<file path="src/hw/gli_pkg.sv">
package gli_pkg;
  // ----------------------------------------------------------------
  // register map (byte addresses)
  // ----------------------------------------------------------------
  localparam logic [3:0] GLI_CFG_ADDR = 4'h0;
  localparam logic [3:0] GLI_DATA_ADDR = 4'h4;
  localparam logic [3:0] GLI_STAT_ADDR = 4'h8;
  localparam int GLI_CFG_OE_LSB = 0;
  localparam int GLI_CFG_OD_LSB = 8;
  localparam int GLI_CFG_LED_LSB = 16;
  localparam int GLI_DATA_OUT_LSB = 0;
  localparam int GLI_DATA_IN_LSB = 8;
  localparam logic [2:0] GLI_CFG_OE_RST = 3'h0;
  localparam logic [2:0] GLI_CFG_OD_RST = 3'h0;
  localparam logic [2:0] GLI_CFG_LED_RST = 3'h0;
  localparam logic [2:0] GLI_DATA_OUT_RST = 3'h0;
  // ----------------------------------------------------------------
  // timing
  // ----------------------------------------------------------------
  localparam longint GLI_CLK_HZ = 25000000;
  localparam longint GLI_BLINK_MS = 80;
  localparam int GLI_BLINK_CYCLES = int'((GLI_CLK_HZ * GLI_BLINK_MS) / 1000);
  localparam int GLI_CNT_W = 21;
  // ----------------------------------------------------------------
  // types
  // ----------------------------------------------------------------
  typedef struct packed {
    logic [2:0] led;
    logic [2:0] od;
    logic [2:0] oe;
  } gli_cfg_t;
  typedef struct packed {
    logic speed_100;
    logic aneg_busy;
    logic cable_ok;
    logic link_valid;
    logic activity;
    logic full_duplex;
  } gli_link_t;
  typedef enum logic [1:0] {
    GLI_IDLE = 2'b00,
    GLI_DARK = 2'b01,
    GLI_LIT = 2'b10
  } gli_blink_t;
endpackage

</file>
<file path="src/hw/gli_blinker.sv">
`timescale 1ns/100ps
module gli_blinker #(
  parameter int BLINK_CYCLES = gli_pkg::GLI_BLINK_CYCLES
) (
  input wire logic clk_i,
  input wire logic reset_n_i,
  input wire logic ce_i,
  input wire logic link_i,
  input wire logic activity_i,
  output logic pull_low_o
);
  typedef struct packed {
    gli_pkg::gli_blink_t st;
    logic [gli_pkg::GLI_CNT_W-1:0] cnt;
    logic pend;
  } gli_blink_state_t;

  localparam logic [gli_pkg::GLI_CNT_W-1:0] LAST = gli_pkg::GLI_CNT_W'(BLINK_CYCLES - 1);

  gli_blink_state_t r;
  gli_blink_state_t next_r;

  // ----------------------------------------------------------------
  // blink sequencer: dark phase, then a lit phase of at least as long
  // ----------------------------------------------------------------
  always_comb begin
    next_r = r;
    if (!link_i) begin
      next_r.st = gli_pkg::GLI_IDLE;
      next_r.cnt = '0;
      next_r.pend = 1'b0;
    end else begin
      case (r.st)
        gli_pkg::GLI_IDLE: begin
          if (activity_i) begin
            next_r.st = gli_pkg::GLI_DARK;
            next_r.cnt = '0;
          end
        end
        gli_pkg::GLI_DARK: begin
          next_r.cnt = r.cnt + 1'b1;
          if (r.cnt == LAST) begin
            next_r.st = gli_pkg::GLI_LIT;
            next_r.cnt = '0;
            next_r.pend = 1'b0;
          end
        end
        gli_pkg::GLI_LIT: begin
          next_r.cnt = r.cnt + 1'b1;
          next_r.pend = r.pend | activity_i;
          if (r.cnt == LAST) begin
            next_r.cnt = '0;
            next_r.pend = 1'b0;
            next_r.st = (r.pend | activity_i) ? gli_pkg::GLI_DARK : gli_pkg::GLI_IDLE;
          end
        end
        default: begin
          next_r.st = gli_pkg::GLI_IDLE;
          next_r.cnt = '0;
        end
      endcase
    end
  end

  always_ff @(posedge clk_i) begin
    if (!reset_n_i) begin
      r <= '{st: gli_pkg::GLI_IDLE, cnt: '0, pend: 1'b0};
    end else if (ce_i) begin
      r <= next_r;
    end
  end

  // lit solid while the link is valid, dark only during a blink
  assign pull_low_o = link_i && (r.st != gli_pkg::GLI_DARK);
endmodule

</file>
<file path="src/hw/gli_top.sv">
`timescale 1ns/100ps
// Notes on behaviour
// - each of three pins configurable as push-pull output, open-drain output, or input.
// - a pin in indicator role is only ever driven open-drain.
// - speed indicator low at 100 Mb/s, during auto-negotiation, or without cable.
// - speed indicator released high only during 10 Mb/s operation.
// - link-activity indicator held low while link valid and no blink running.
// - activity blinks indicator high 80 ms, then low at least 80 ms, repeating.
// - duplex indicator low only while the link is full duplex.
module gli_top #(
  parameter int BLINK_CYCLES = gli_pkg::GLI_BLINK_CYCLES
) (
  input wire logic CLK_I,
  input wire logic RESET_N_I,
  input wire logic CE_I,
  input wire logic [3:0] ADDRESS_I,
  input wire logic READ_I,
  input wire logic WRITE_I,
  input wire logic [31:0] WRITEDATA_I,
  input wire logic [3:0] BYTEENABLE_I,
  output logic [31:0] READDATA_O,
  output logic WAITREQUEST_O,
  input wire logic SPEED_100_I,
  input wire logic ANEG_BUSY_I,
  input wire logic CABLE_OK_I,
  input wire logic LINK_VALID_I,
  input wire logic ACTIVITY_I,
  input wire logic FULL_DUPLEX_I,
  input wire logic [2:0] INDICATOR_PINS_I,
  output logic [2:0] INDICATOR_PINS_O,
  output logic [2:0] INDICATOR_PINS_OE_O
);
  typedef struct packed {
    gli_pkg::gli_cfg_t cfg;
    logic [2:0] dout;
    logic ack;
    logic [31:0] rdata;
    logic [2:0] pin_o;
    logic [2:0] pin_oe;
  } gli_top_state_t;

  gli_top_state_t r;
  gli_top_state_t next_r;
  gli_pkg::gli_link_t link;
  logic link_pull_low;
  logic speed_n;
  logic link_act_n;
  logic duplex_n;
  logic [2:0] ind_level;
  logic [31:0] cfg_word;
  logic [31:0] data_word;

  // ----------------------------------------------------------------
  // helpers
  // ----------------------------------------------------------------
  function automatic logic [31:0] merge_bytes(input logic [31:0] old_v, input logic [31:0] new_v,
                                               input logic [3:0] be);
    logic [31:0] res;
    res = old_v;
    for (int i = 0; i < 4; i++) begin
      if (be[i]) begin
        res[8*i +: 8] = new_v[8*i +: 8];
      end
    end
    return res;
  endfunction

  // ----------------------------------------------------------------
  // indicator levels (1 = released high, 0 = pulled low)
  // ----------------------------------------------------------------
  assign link = '{speed_100: SPEED_100_I, aneg_busy: ANEG_BUSY_I, cable_ok: CABLE_OK_I,
                  link_valid: LINK_VALID_I, activity: ACTIVITY_I, full_duplex: FULL_DUPLEX_I};

  gli_blinker #(
    .BLINK_CYCLES(BLINK_CYCLES)
  ) u_blinker (
    .clk_i(CLK_I),
    .reset_n_i(RESET_N_I),
    .ce_i(CE_I),
    .link_i(link.link_valid),
    .activity_i(link.activity),
    .pull_low_o(link_pull_low)
  );

  assign speed_n = !link.speed_100 && !link.aneg_busy && link.cable_ok;
  assign link_act_n = !link_pull_low;
  assign duplex_n = !link.full_duplex;
  assign ind_level = {duplex_n, link_act_n, speed_n};

  // ----------------------------------------------------------------
  // register views
  // ----------------------------------------------------------------
  always_comb begin
    cfg_word = '0;
    cfg_word[gli_pkg::GLI_CFG_OE_LSB +: 3] = r.cfg.oe;
    cfg_word[gli_pkg::GLI_CFG_OD_LSB +: 3] = r.cfg.od;
    cfg_word[gli_pkg::GLI_CFG_LED_LSB +: 3] = r.cfg.led;
    data_word = '0;
    data_word[gli_pkg::GLI_DATA_OUT_LSB +: 3] = r.dout;
    data_word[gli_pkg::GLI_DATA_IN_LSB +: 3] = INDICATOR_PINS_I;
  end

  // ----------------------------------------------------------------
  // bus slave and pin drivers
  // ----------------------------------------------------------------
  always_comb begin
    logic [31:0] wv;
    wv = '0;
    next_r = r;
    next_r.ack = 1'b0;
    if ((READ_I || WRITE_I) && !r.ack) begin
      next_r.ack = 1'b1;
      case (ADDRESS_I)
        gli_pkg::GLI_CFG_ADDR: next_r.rdata = cfg_word;
        gli_pkg::GLI_DATA_ADDR: next_r.rdata = data_word;
        gli_pkg::GLI_STAT_ADDR: next_r.rdata = {29'h0, ind_level};
        default: next_r.rdata = 32'h0;
      endcase
    end
    if (WRITE_I && r.ack) begin
      case (ADDRESS_I)
        gli_pkg::GLI_CFG_ADDR: begin
          wv = merge_bytes(cfg_word, WRITEDATA_I, BYTEENABLE_I);
          next_r.cfg.oe = wv[gli_pkg::GLI_CFG_OE_LSB +: 3];
          next_r.cfg.od = wv[gli_pkg::GLI_CFG_OD_LSB +: 3];
          next_r.cfg.led = wv[gli_pkg::GLI_CFG_LED_LSB +: 3];
        end
        gli_pkg::GLI_DATA_ADDR: begin
          wv = merge_bytes(data_word, WRITEDATA_I, BYTEENABLE_I);
          next_r.dout = wv[gli_pkg::GLI_DATA_OUT_LSB +: 3];
        end
        default: begin
          wv = '0;
        end
      endcase
    end
    for (int i = 0; i < 3; i++) begin
      if (r.cfg.led[i]) begin
        // open-drain, general-purpose settings ignored
        next_r.pin_o[i] = 1'b0;
        next_r.pin_oe[i] = !ind_level[i];
      end else if (!r.cfg.oe[i]) begin
        next_r.pin_o[i] = 1'b0;
        next_r.pin_oe[i] = 1'b0;
      end else if (r.cfg.od[i]) begin
        next_r.pin_o[i] = 1'b0;
        next_r.pin_oe[i] = !r.dout[i];
      end else begin
        next_r.pin_o[i] = r.dout[i];
        next_r.pin_oe[i] = 1'b1;
      end
    end
  end

  always_ff @(posedge CLK_I) begin
    if (!RESET_N_I) begin
      r <= '{cfg: '{led: gli_pkg::GLI_CFG_LED_RST, od: gli_pkg::GLI_CFG_OD_RST, oe: gli_pkg::GLI_CFG_OE_RST},
             dout: gli_pkg::GLI_DATA_OUT_RST, ack: 1'b0, rdata: 32'h0, pin_o: 3'h0, pin_oe: 3'h0};
    end else if (CE_I) begin
      r <= next_r;
    end
  end

  assign READDATA_O = r.rdata;
  assign WAITREQUEST_O = (READ_I || WRITE_I) && !r.ack;
  assign INDICATOR_PINS_O = r.pin_o;
  assign INDICATOR_PINS_OE_O = r.pin_oe;
endmodule

</file>
<file path="config.mk">
export PLATFORM = sky130hd
export DESIGN_NAME = gli_top
export DESIGN_NICKNAME = d
export VERILOG_FILES = /design/src/hw/gli_pkg.sv /design/src/hw/gli_blinker.sv /design/src/hw/gli_top.sv
export SDC_FILE = /design/constraint.sdc
export NUM_CORES = 1
export LEC_CHECK = 0
export BUFFER_PORTS_ARGS = -buffer_cell sky130_fd_sc_hd__buf_4
export CELL_PAD_IN_SITES_DETAIL_PLACEMENT = 0
export CELL_PAD_IN_SITES_GLOBAL_PLACEMENT = 1
export CORE_ASPECT_RATIO = 2
export CORE_MARGIN = 4
export CORE_UTILIZATION = 35
export CTS_BUF_LIST = sky130_fd_sc_hd__clkbuf_16
export DETAILED_ROUTE_END_ITERATION = 12
export PLACE_DENSITY = 0.76
export SLEW_MARGIN = 15
export SYNTH_ARGS = -nofsm -noshare
export SYNTH_HDL_FRONTEND = slang
export SYNTH_SLANG_ARGS = --single-unit
</file>
<file path="constraint.sdc">
create_clock -name CLK_I -period 2 [get_ports CLK_I]
set_input_delay 0.3 -clock CLK_I [delete_from_list [all_inputs] [get_ports CLK_I]]
set_output_delay 0.3 -clock CLK_I [all_outputs]
set_load 0.02 [all_outputs]
</file>
After elaboration in Yosys (flattened, before gate mapping)

Cells that the tools add are included.
W data, S select, Z words.

Bits in writable memories: 0
Bits in latches: 0
Memories: 0
Logic and storage cells: 75
Output and inout bits: 39
Memory bits (read-only): 0
Register bits: 75
Input bits: 54

Mux-type cells: 27
Multiply operators: 0
Div/mod/pow operators: 0
Bitwise operators: 1
Reductions and logical operators: 25
Add/subtract/negate cells: 1
Magnitude comparators: 0
Eq/ne operators: 10
Shifts and indexed selects: 0

Operators with widths:

| operator                | count |
|---|---|
| $mux W24                | 3 |
| $pmux W23 S3            | 1 |
| $pmux W19 S3            | 1 |
| $mux W33                | 1 |
| $mux W23                | 1 |
| $add A21 B1 Y21 const B | 1 |
| $eq A21 B21 Y1 const B  | 1 |
| $reduce_and A4 Y1       | 5 |
| $mux W1                 | 19 |
| $logic_not A1 Y1        | 9 |
| $ne A3 B2 Y1 const B    | 2 |
| $logic_and A1 B1 Y1     | 5 |
| $eq A4 B3 Y1 const B    | 1 |
| $eq A4 B4 Y1 const B    | 1 |
| $logic_not A4 Y1        | 1 |
| $reduce_and A2 Y1       | 2 |
| $ne A3 B1 Y1 const B    | 1 |
| $ne A3 B3 Y1 const B    | 1 |
| $reduce_and A3 Y1       | 1 |
| $eq A2 B1 Y1 const B    | 1 |
| $eq A2 B2 Y1 const B    | 1 |
| $logic_not A2 Y1        | 1 |
| $ne A2 B1 Y1 const B    | 1 |
| $pmux W1 S2             | 1 |
| 2 further kinds         | 2 |

Longest topological paths before layout

Gate-level depths: netlist of run 1.

Depth after elaboration: 5
Mapped depth: 8
Depth with buffers taken out: 6

Hierarchy

Synthesis of run 1 repeated with hierarchy kept, for this count alone.

Cell total of the unflattened synthesis: 362
Area, all modules: 3034.2 um2

By module, submodules not included:

| module      | cells each | area each (um2) | sequential area each (um2) | instances |
|---|---|---|---|---|
| gli_top     | 187        | 1617.8          | 560.5                      | 1 |
| gli_blinker | 175        | 1416.4          | 480.5                      | 1 |

Least setup slack after synthesis of run 1

OpenSTA, ideal clock, no wires.

Path kind: reg2reg
Start point: register u_blinker.r[1] (netlist name)
End point: register u_blinker.r[22] (netlist name)
Cell stages (with the launch flop): 8
Required time: 1.875 ns
Path slack: 0.250 ns
Arrival: 1.625 ns
Buffers on the path: 1
Setup time: 0.125 ns
Period minus slack after synthesis: 1.750 ns
Cell sequence: dfxtp_1 > ha_1 > and3_1 > nand2_2 > o31a_1 > buf_2 > o211ai_1 > o31ai_1

Cells in the longest elaborated chain, start to end: 3
Elaborated cells between the ends (all ways): 4
Classes of those cells: eq/ne: 3; reduce/logical: 1

RTL lines:

| what                                 | line                                 | source |
|---|---|---|
| from (decl)                          | gli_blinker.sv:20                    | `gli_blink_state_t r;` |
| from (signal assigned)               | gli_blinker.sv:67                    | `r <= '{st: gli_pkg::GLI_IDLE, cnt: '0, pend: 1'b0};` |
| from (signal assigned)               | gli_blinker.sv:69                    | `r <= next_r;` |
| $eq A21 B21 Y1 *                     | gli_blinker.sv:42, gli_blinker.sv:51 |  |
| $ne A3 B2 Y1 (no source line)        | n/a                                  |  |
| $reduce_and A4 Y1 (no source line) * | n/a                                  |  |

Mark *: on every way between the ends. The rest lies on a longest branch, timed or not.
A chain may end at the register's enable or synchronous reset.

Final worst setup path of run 1

Start point: register u_blinker.r[1] (netlist name)
End point: register u_blinker.r[11] (netlist name)

Cells in the longest elaborated chain, start to end: 4
Elaborated cells between the ends (all ways): 6
Classes of those cells: add/sub: 1; eq/ne: 1; mux: 4

RTL lines:

| what                                                     | line                                 | source |
|---|---|---|
| $add A21 B1 Y21 / $eq A21 B21 Y1 (equally long branches) | n/a                                  |  |
| $mux W24, on equally long branches                       | gli_blinker.sv:51, gli_blinker.sv:42 |  |
| $pmux W23 S3 *                                           | gli_blinker.sv:33                    | `case (r.st)` |
| $mux W24 *                                               | gli_blinker.sv:28                    | `if (!link_i) begin` |

Mark *: on every way between the ends. The rest lies on a longest branch, timed or not. The select of a mux whose other input is x is not followed.

==> results of run 1 <==
-- area by class of cell --
cell class | count | area share (%)
inverters | 4 | 0.450
flip-flops and latches | 52 | 31.2
well taps | 96 | 3.60
clock inverters | 3 | 1.27
multi-input cells | 270 | 46.3
repair buffers | 58 | 13.4
clock buffers | 5 | 3.75
-- routing by layer --
metal / track usage [%] / vias to the layer above
met2: 31.2 / 64
met1: 13.6 / 1164
met3: 3.18 / 12
met4: 8.47 / 0
li1: - / 1277
met5: 0 / -
-- how the worst max path moves through the flow --
stage,start,end,slack [ns],depth (start not counted)
3_5_place_dp,u_blinker.r[1]$_SDFFE_PN0P_,u_blinker.r[11]$_SDFFE_PN0P_,0.12,6
6_report,u_blinker.r[1]$_SDFFE_PN0P_,u_blinker.r[11]$_SDFFE_PN0P_,0.13,6
3_3_place_gp,u_blinker.r[1]$_SDFFE_PN0P_,u_blinker.r[11]$_SDFFE_PN0P_,0.13,6
4_1_cts,u_blinker.r[1]$_SDFFE_PN0P_,u_blinker.r[11]$_SDFFE_PN0P_,0.1,6
5_1_grt,u_blinker.r[1]$_SDFFE_PN0P_,u_blinker.r[11]$_SDFFE_PN0P_,-0.04,6
2_1_floorplan,u_blinker.r[1]$_SDFFE_PN0P_,u_blinker.r[22]$_SDFFE_PN0P_,0.25,7
-- placed cells by master (no fill, tap or decap), drive strengths merged, types with 7 or more instances in the layout --
cell type and n:
conb 23, nand4 7, nand3 24, a21oi 24, dfxtp 52, nor2 34, buf 58, xnor2 8
nand2 44, mux2i 11, nor3 8, a31oi 7, nor4 7, o21ai 11
-- worst max-delay path, cell delays in order (launching register included) --
cell	delay (ns)
dfxtp_1	0.39
ha_1	0.22
and3_1	0.25
nand2_4	0.11
o31ai_2	0.44
o21ai_0	0.16
o21a_1	0.19
-- state kept, by name, indices dropped and copies added, names as in the netlist --
name and flops:
INDICATOR_PINS_O 3, INDICATOR_PINS_OE_O 3, READDATA_O 9, cfg_word 9
data_word 3, r 1, u_blinker.r 24
-- power by group through the flow --
stage	logic (mW)	clock network (mW)	registers [mW]
4_1_cts	0.240	1.01	1.05
3_3_place_gp	0.238	0	1.08
3_5_place_dp	0.239	0	1.08
2_1_floorplan	0.179	0	1.07
6_report	0.239	0.981	1.05
5_1_grt	0.260	1.05	1.05
-- Yosys cell counts, drive strengths merged (4+ instances only) --
master   n
buf     47
a21oi   24
mux2i   11
o21ai   11
a211oi   4
nand4    7
dfxtp   52
inv      4
or4      4
nand3   24
nor2b    4
and3     6
a31oi    7
xnor2    8
clkbuf   9
nor4     7
nor2    34
nor3     8
nand2   44
-- cells by family after synthesis --
| family | after synthesis |
|---|---|
| flops | 52 |
| other cells | 1 |
| compound gates | 64 |
| xor+xnor | 10 |
| mux | 11 |
| buf+inv | 60 |
| simple gates | 161 |
| fa+ha+maj | 1 |
-- stage by stage --
step / power [mW] / utilization, % / hold WS (ns)
final: 2.27 / 41.7 / 0.261
after CTS: 2.31 / 41.6 / 0.256
after global placement: 1.31 / 39.6 / 0.442
after global routing: 2.36 / 41.7 / 0.264
after floorplan: 1.25 / - / 0.418
after detailed placement: 1.31 / 39.6 / 0.449
-- what timing repair did --
item / CTS / global route
endpoints found under the setup margin: 0 / 4
hold buffers: 0 / 0
gates resized for setup: 0 / 1
==> results.yml, run 1 <==
synth:
  syn_inst: 360
  synth_mux_area_share_pct: 3.82
  yosysSeqAreaShare_pct: 36.1
  yosysTopAreaCellShare_pct: 36.1
  synth_ff_type: "dfxtp_1"
  synthTopCellsByArea: "dfxtp_1 (36%), buf_4 (10%), nand2_1 (5.6%)"
  synthDistinctLibCells: 55
  post_synth_xor_area_fraction_pct: 3.04
  syn_area_um2: 2890
  yosysWarnings: 0
  synth_edf_count: 0
  synth_area_per_cell_um2: 8.01
  synth_fa_ha_area_share_pct: 0.434
  yosysTopAreaCell: "dfxtp_1"
  synth_compound_area_share_pct: 13.9
  ys_seq_elements: 52
  synth_async_sr_flop_share_pct: 0
  synth_top_family_by_area: "simple AND/OR/NAND/NOR gates"
  synth_simple_gate_area_share_pct: 29.2
clocking:
  numCtsBuffers: 5
  cts.sinks: 52
  cts_tree: "done"
  postCtsSetupBuffers: 0
  h-tree-depth: 2
  clk_latency_ns: 0.29
  cts_root_buf: "clkbuf_16"
  cts.clk_slew.worst_paths_ns: 0.07
  cts_buffer_depth: 2
detailed_routing:
  antenna_left: 0
  wl_per_cell_um: 14.9
  met1_length_um: 2330
  drt_wl_total_um: 7290
  top_layer_used: "met4"
  routed-via-count: 2517
  routed_via_density: 5.16
  drc: 0
  dr_wl_met3_um: 386
  drt_pass1_iterations: 4
  met2WireLength_um: 4320
  drt_iter0_drc: 101
grt:
  grt_max_degree: 36
  grtUsageTotal_pct: 15.6
  antenna_found_initial: 0
  grt_pass1_wl_um: 11800
  grt_pass1_vias: 2465
  gr-total-overflow: 0
placed_design:
  preCtsSetupSlack_ns: 0.124
  io_buffers: 45
  place_hpwl_um: 5750
  gp_congestion: 0.777
  place_inst: 480
  place_area_um2: 3160
worst_setup_path:
  reg2reg_slack_ns: 0.13
  cp_max_fo: 8
  critPathRequiredTime_ns: 2.19
  crit_arrival_ns: 2.06
  r2r_end: "u_blinker.r[11]$_SDFFE_PN0P_"
  r2r_cells: 6
  worstSetupPathType: "register to register"
  cp-end-kind: "register"
  critPathLaunchType: "register"
  worstReg2RegStart: "u_blinker.r[1]$_SDFFE_PN0P_"
min_path:
  whs_path_depth: 3
  hold_path_class: "primary input to register"
  whs_endpoint: "data_word[0]$_SDFFE_PN0P_"
  min_from: "WRITEDATA_I[0]"
power_and_ir_drop:
  swShare_pct: 24.2
  p_leak_nw: 1.25
  switching_power_uw: 548
  power_density_nw_per_um2: 680
  p_int_mw: 1.72
  p_seq_share_pct: 46.3
  p_clk_share_pct: 43.2
  ir_drop_uv: 407
  pwr-share-comb_pct: 10.5
final_layout:
  seqCellArea_um2: 1040
  multi_input_area_um2: 1550
  fin_cells: 488
  n_antenna_cell: 0
  drive_gt1_share_pct: 19.4
  design_area_um2: 3340
  nets: 446
  fillers: 864
  areaGrowthSynthToFinish_pct: 15.7
timing:
  setup_violations: 0
  fin_setup_tns_ns: 0
  min_period_over_period_pct: 93.7
  rsz0062_at_grt: "true"
  hold_viol: 0
  max_freq_ghz: 0.533
  final.setup.worst_slack_ns: 0.125
  period_needed_ns: 1.87
  drv_slew: 0
  skew_ns: 0.00750
die:
  io-pin-count: 93
  die-area_um2: 9850
  start_util_pct: 36.1
  floorplan.die.height_um: 136
  core_um2: 8000
  rows: 46
  die_x_um: 72.2
job:
  cap_violations: 0
run_status:
  status: "finished clean"
(Power assumes the default switching activity.)
==> inputs of run 2 (changes only) <==
HOLD_SLACK_MARGIN = 0.08   (was unset)
clock period = 1.9 ns   (was 2 ns; I/O delays follow)
==> run 2 against run 1 <==
Net effect:
- register-to-register slack worse by 0.05 ns
- combinational power increased by 13%
- non-clock buffer count is 6 higher
- sequential cell count did not move
- maximum frequency rose by 2.9%
- clock power fell by 9.6%
- highest routed layer unchanged
==> results.yml, run 2 (same netlist as run 1, synthesis figures left out) <==
grt:
  gr-total-overflow: 0
  grt_max_degree: 28
  antenna_found_initial: 0
  grtUsageTotal_pct: 15.9
  grt_pass1_vias: 2467
  grt_pass1_wl_um: 12000
power_and_ir_drop:
  p_leak_nw: 1.27
  p_int_mw: 1.68
  ir_drop_uv: 299
  pwr-share-comb_pct: 11.9
  switching_power_uw: 579
  power_density_nw_per_um2: 664
  p_clk_share_pct: 39.2
  p_seq_share_pct: 48.9
  swShare_pct: 25.6
timing:
  hold_viol: 0
  max_freq_ghz: 0.549
  min_period_over_period_pct: 95.9
  fin_setup_tns_ns: 0
  skew_ns: 0.00574
  worst_pin_slew_ns: 0.514
  final.setup.worst_slack_ns: 0.0773
  drv_slew: 0
  setup_violations: 0
  period_needed_ns: 1.82
  slew_headroom_pct: 65.4
worst_setup_path:
  critPathRequiredTime_ns: 2.09
  r2r_end: "u_blinker.r[20]$_SDFFE_PN0P_"
  worstReg2RegStart: "u_blinker.r[4]$_SDFFE_PN0P_"
  reg2reg_slack_ns: 0.08
  cp_max_fo: 7
  r2r_cells: 5
  crit_arrival_ns: 2.01
  worstSetupPathType: "register to register"
  cp-end-kind: "register"
  critPathLaunchType: "register"
min_path:
  whs_path_depth: 3
  whs_endpoint: "cfg_word[0]$_SDFFE_PN0P_"
  hold_path_class: "primary input to register"
  min_from: "WRITEDATA_I[0]"
detailed_routing:
  routed-via-count: 2569
  drt_wl_total_um: 7620
  met2WireLength_um: 4440
  drc: 0
  antenna_left: 0
  routed_via_density: 5.21
  wl_per_cell_um: 15.5
  drt_iter0_drc: 94
  drt_pass1_iterations: 5
  met1_length_um: 2540
  dr_wl_met3_um: 358
  top_layer_used: "met4"
final_layout:
  layout_common_cells: "buf_4 (62), dfxtp_1 (52), nand2_1 (43), nor2_1 (34)"
  areaGrowthSynthToFinish_pct: 18.0
  regMostFlops: "u_blinker.r"
  nets: 452
  n_antenna_cell: 0
  final_common_cell: "buf_4"
  drive_gt1_share_pct: 21.7
  largest_reg_flops: 24
  fin_util_pct: 42.5
clocking:
  cts.clk_slew.worst_paths_ns: 0.07
  cts_tree: "done"
  cts_root_buf: "clkbuf_16"
  cts.sinks: 52
  numCtsBuffers: 5
  clk_latency_ns: 0.29
  cts_buffer_depth: 2
  h-tree-depth: 2
die:
  start_util_pct: 36.1
  floorplan.die.height_um: 136
  die_x_um: 72.2
  die-area_um2: 9850
  core_um2: 8000
  rows: 46
  io-pin-count: 93
placed_design:
  place_hpwl_um: 5890
  preCtsSetupSlack_ns: 0.0223
  io_buffers: 45
  gp_congestion: 0.798
job:
  cap_violations: 0
run_status:
  status: "finished clean"
## run 2: layout make-up
type / instances / area, µm²
fillers: 827 / 4600
multi-input cells: 270 / 1580
flip-flops and latches: 52 / 1040
repair buffers: 64 / 505
clock buffers: 5 / 125
well taps: 96 / 120
inverters: 4 / 15.0
clock inverters: 2 / 12.5
## run 2: through the flow
stage / hold slack, ns / instances / total power, mW / instance area [µm²]
finish: 0.243 / 493 / 2.26 / 3400
global route: 0.242 / 493 / 2.35 / 3400
CTS: 0.235 / 490 / 2.28 / 3340
detailed placement: 0.449 / 483 / 1.39 / 3200
global placement: 0.442 / 483 / 1.39 / 3200
floorplan: 0.403 / 382 / 1.31 / 2970
## run 2: layer usage
layer  up-vias  GRT usage (%)
met3        16           2.89
met1      1207           14.2
met4         0           9.62
met2        63           31.3
li1       1283              -
met5         -              0
## run 2: worst max path at each step
| stage | from | endpoint | slack [ns] | depth (start not counted) |
|---|---|---|---|---|
| global route | u_blinker.r[14]$_SDFFE_PN0P_ | u_blinker.r[15]$_SDFFE_PN0P_ | -0.02 | 6 |
| global placement | u_blinker.r[1]$_SDFFE_PN0P_ | u_blinker.r[19]$_SDFFE_PN0P_ | 0.07 | 6 |
| floorplan | u_blinker.r[1]$_SDFFE_PN0P_ | u_blinker.r[22]$_SDFFE_PN0P_ | 0.15 | 7 |
| CTS | u_blinker.r[1]$_SDFFE_PN0P_ | u_blinker.r[16]$_SDFFE_PN0P_ | 0.01 | 6 |
| detailed placement | u_blinker.r[1]$_SDFFE_PN0P_ | u_blinker.r[21]$_SDFFE_PN0P_ | 0.02 | 6 |
| finish | u_blinker.r[4]$_SDFFE_PN0P_ | u_blinker.r[20]$_SDFFE_PN0P_ | 0.08 | 5 |
## run 2: power by group through the flow
stage	sequential [mW]	combinational (mW)	clock (mW)
6_report	1.10	0.269	0.887
5_1_grt	1.11	0.290	0.953
2_1_floorplan	1.13	0.188	0
3_5_place_dp	1.13	0.257	0
4_1_cts	1.10	0.258	0.916
3_3_place_gp	1.13	0.256	0
## run 2: worst max-delay path, cell delays in order, from the launching register on
cell     delay [ns]
dfxtp_1        0.43
nand4_1        0.23
or4_4          0.60
nor4_4         0.24
xnor2_1        0.16
nor2_1         0.05
## run 2: what timing repair did
| action | 4_1_cts | 5_1_grt |
|---|---|---|
| setup endpoints to repair | 0 | 11 |
| hold buffers | 0 | 0 |
| buffers inserted | 0 | 3 |
| resized for setup | 0 | 7 |
==> inputs of run 3 (changes only) <==
CORE_ASPECT_RATIO = unset   (was 2)
TNS_END_PERCENT = 20   (was unset)
==> run 3 against run 2 <==
Net effect:
- utilization down 0.42 points
- clock-buffer cell count unchanged
- sequential cell count unchanged
- worst setup slack better by 0.067 ns
- clock power down 1%
- non-clock buffer count down 5
- register-to-register slack better by 0.07 ns
- total power down 1.5%
- maximum frequency up 3.8%
- first-iteration DRC count up 31%
- sequential power about the same
- critical endpoint is now u_blinker.r[18]$_SDFFE_PN0P_
- highest routed layer unchanged
==> results.yml, run 3 (same netlist as run 1, synthesis figures left out) <==
run_status:
  status: "finished clean"
detailed_routing:
  met2WireLength_um: 3060
  routed-via-count: 2479
  drt_iter0_drc: 123
  drc: 0
  routed_via_density: 5.01
  drt_pass1_iterations: 5
  dr_wl_met3_um: 325
  met1_length_um: 3250
  top_layer_used: "met4"
  drt_wl_total_um: 6690
  antenna_left: 0
  wl_per_cell_um: 13.5
final_layout:
  fillers: 789
  fin_util_pct: 42.1
  layout_common_cells: "buf_4 (59), dfxtp_1 (50), nand2_1 (43), nor2_1 (34)"
  seqCellArea_um2: 1040
  regMostFlops: "u_blinker.r"
  drive_gt1_share_pct: 20.4
  largest_reg_flops: 24
  areaGrowthSynthToFinish_pct: 15.1
  nets: 447
  n_antenna_cell: 0
  final_common_cell: "buf_4"
  multi_input_area_um2: 1550
timing:
  rsz0062_at_grt: "false"
  setup_violations: 0
  final.setup.worst_slack_ns: 0.144
  max_freq_ghz: 0.570
  hold_viol: 0
  min_period_over_period_pct: 92.4
  hold_slack_ns: 0.243
  skew_ns: 0.0101
  period_needed_ns: 1.76
  drv_slew: 0
  slew_headroom_pct: 66.7
  fin_setup_tns_ns: 0
  worst_pin_slew_ns: 0.495
job:
  cap_violations: 0
die:
  die_x_um: 98.8
  die-area_um2: 9760
  core_um2: 7890
  floorplan.die.height_um: 98.8
  start_util_pct: 36.6
  rows: 32
  io-pin-count: 93
grt:
  grt_pass1_wl_um: 10700
  gr-total-overflow: 0
  antenna_found_initial: 0
  grt_max_degree: 39
  grtUsageTotal_pct: 13.4
  grt_pass1_vias: 2204
clocking:
  cts.clk_slew.worst_paths_ns: 0.07
  numCtsBuffers: 5
  cts_root_buf: "clkbuf_16"
  h-tree-depth: 2
  cts_buffer_depth: 2
  postCtsSetupBuffers: 0
  clk_latency_ns: 0.29
  cts_tree: "done"
  cts.sinks: 52
placed_design:
  place_hpwl_um: 5010
  io_buffers: 45
  gp_congestion: 0.781
  preCtsSetupSlack_ns: 0.00371
worst_setup_path:
  critPathRequiredTime_ns: 2.06
  crit_arrival_ns: 1.92
  critPathLaunchType: "register"
  worstSetupPathType: "register to register"
  cp-end-kind: "register"
  cp_max_fo: 7
power_and_ir_drop:
  power_density_nw_per_um2: 670
  ir_drop_uv: 411
  total_power_mw: 2.23
  p_leak_nw: 1.22
min_path:
  hold_path_class: "primary input to register"
run 3: worst paths after layout:
check	from	endpoint	slack, ns	depth (start not counted)
worst max-delay path	u_blinker.r[4]$_SDFFE_PN0P_	u_blinker.r[18]$_SDFFE_PN0P_	0.14	5
worst min-delay path	WRITEDATA_I[2]	data_word[2]$_SDFFE_PN0P_	0.24	3
worst max register to register	u_blinker.r[4]$_SDFFE_PN0P_	u_blinker.r[18]$_SDFFE_PN0P_	0.14	5
worst min register to register	READDATA_O[16]$_SDFFE_PN0P_	READDATA_O[16]$_SDFFE_PN0P_	0.45	2
run 3: final cells by class:
type,instances,area share [%]
Inverter,4,0.452
Tap cell,102,3.84
Sequential cell,52,31.4
Clock inverter,3,0.452
Multi-Input combinational cell,270,46.7
Timing Repair Buffer,59,13.3
Clock buffer,5,3.77
run 3: where the power goes:
group          internal [mW]  switching (mW)  total, mW
clock                  0.480           0.398      0.878
sequential              1.10         0.00699       1.10
combinational         0.0919           0.153      0.245
run 3: layer usage:
metal / global-route usage (%) / vias to the layer above
li1: - / 1270
met3: 3.47 / 4
met5: 0 / -
met2: 21.0 / 49
met4: 2.73 / 0
met1: 18.7 / 1156
run 3: per-stage QoR:
stage / std cells / area, µm²
floorplan: 382 / 2970
global placement: 487 / 3170
detailed placement: 487 / 3170
CTS: 495 / 3310
global route: 495 / 3320
finish: 495 / 3320
run 3: critical path, stage by stage (launching register included):
cell and delay [ns]:
dfxtp_1 0.44, nand4_1 0.18, or4_4 0.58, nor3_1 0.24, xnor2_1 0.14, nor2_1 0.05
run 3: what timing repair did:
action | CTS | global route
endpoints found under the setup margin | 0 | 12
hold endpoints to repair | 0 | 0
hold buffers | 0 | 0
gates resized for setup | 0 | 5
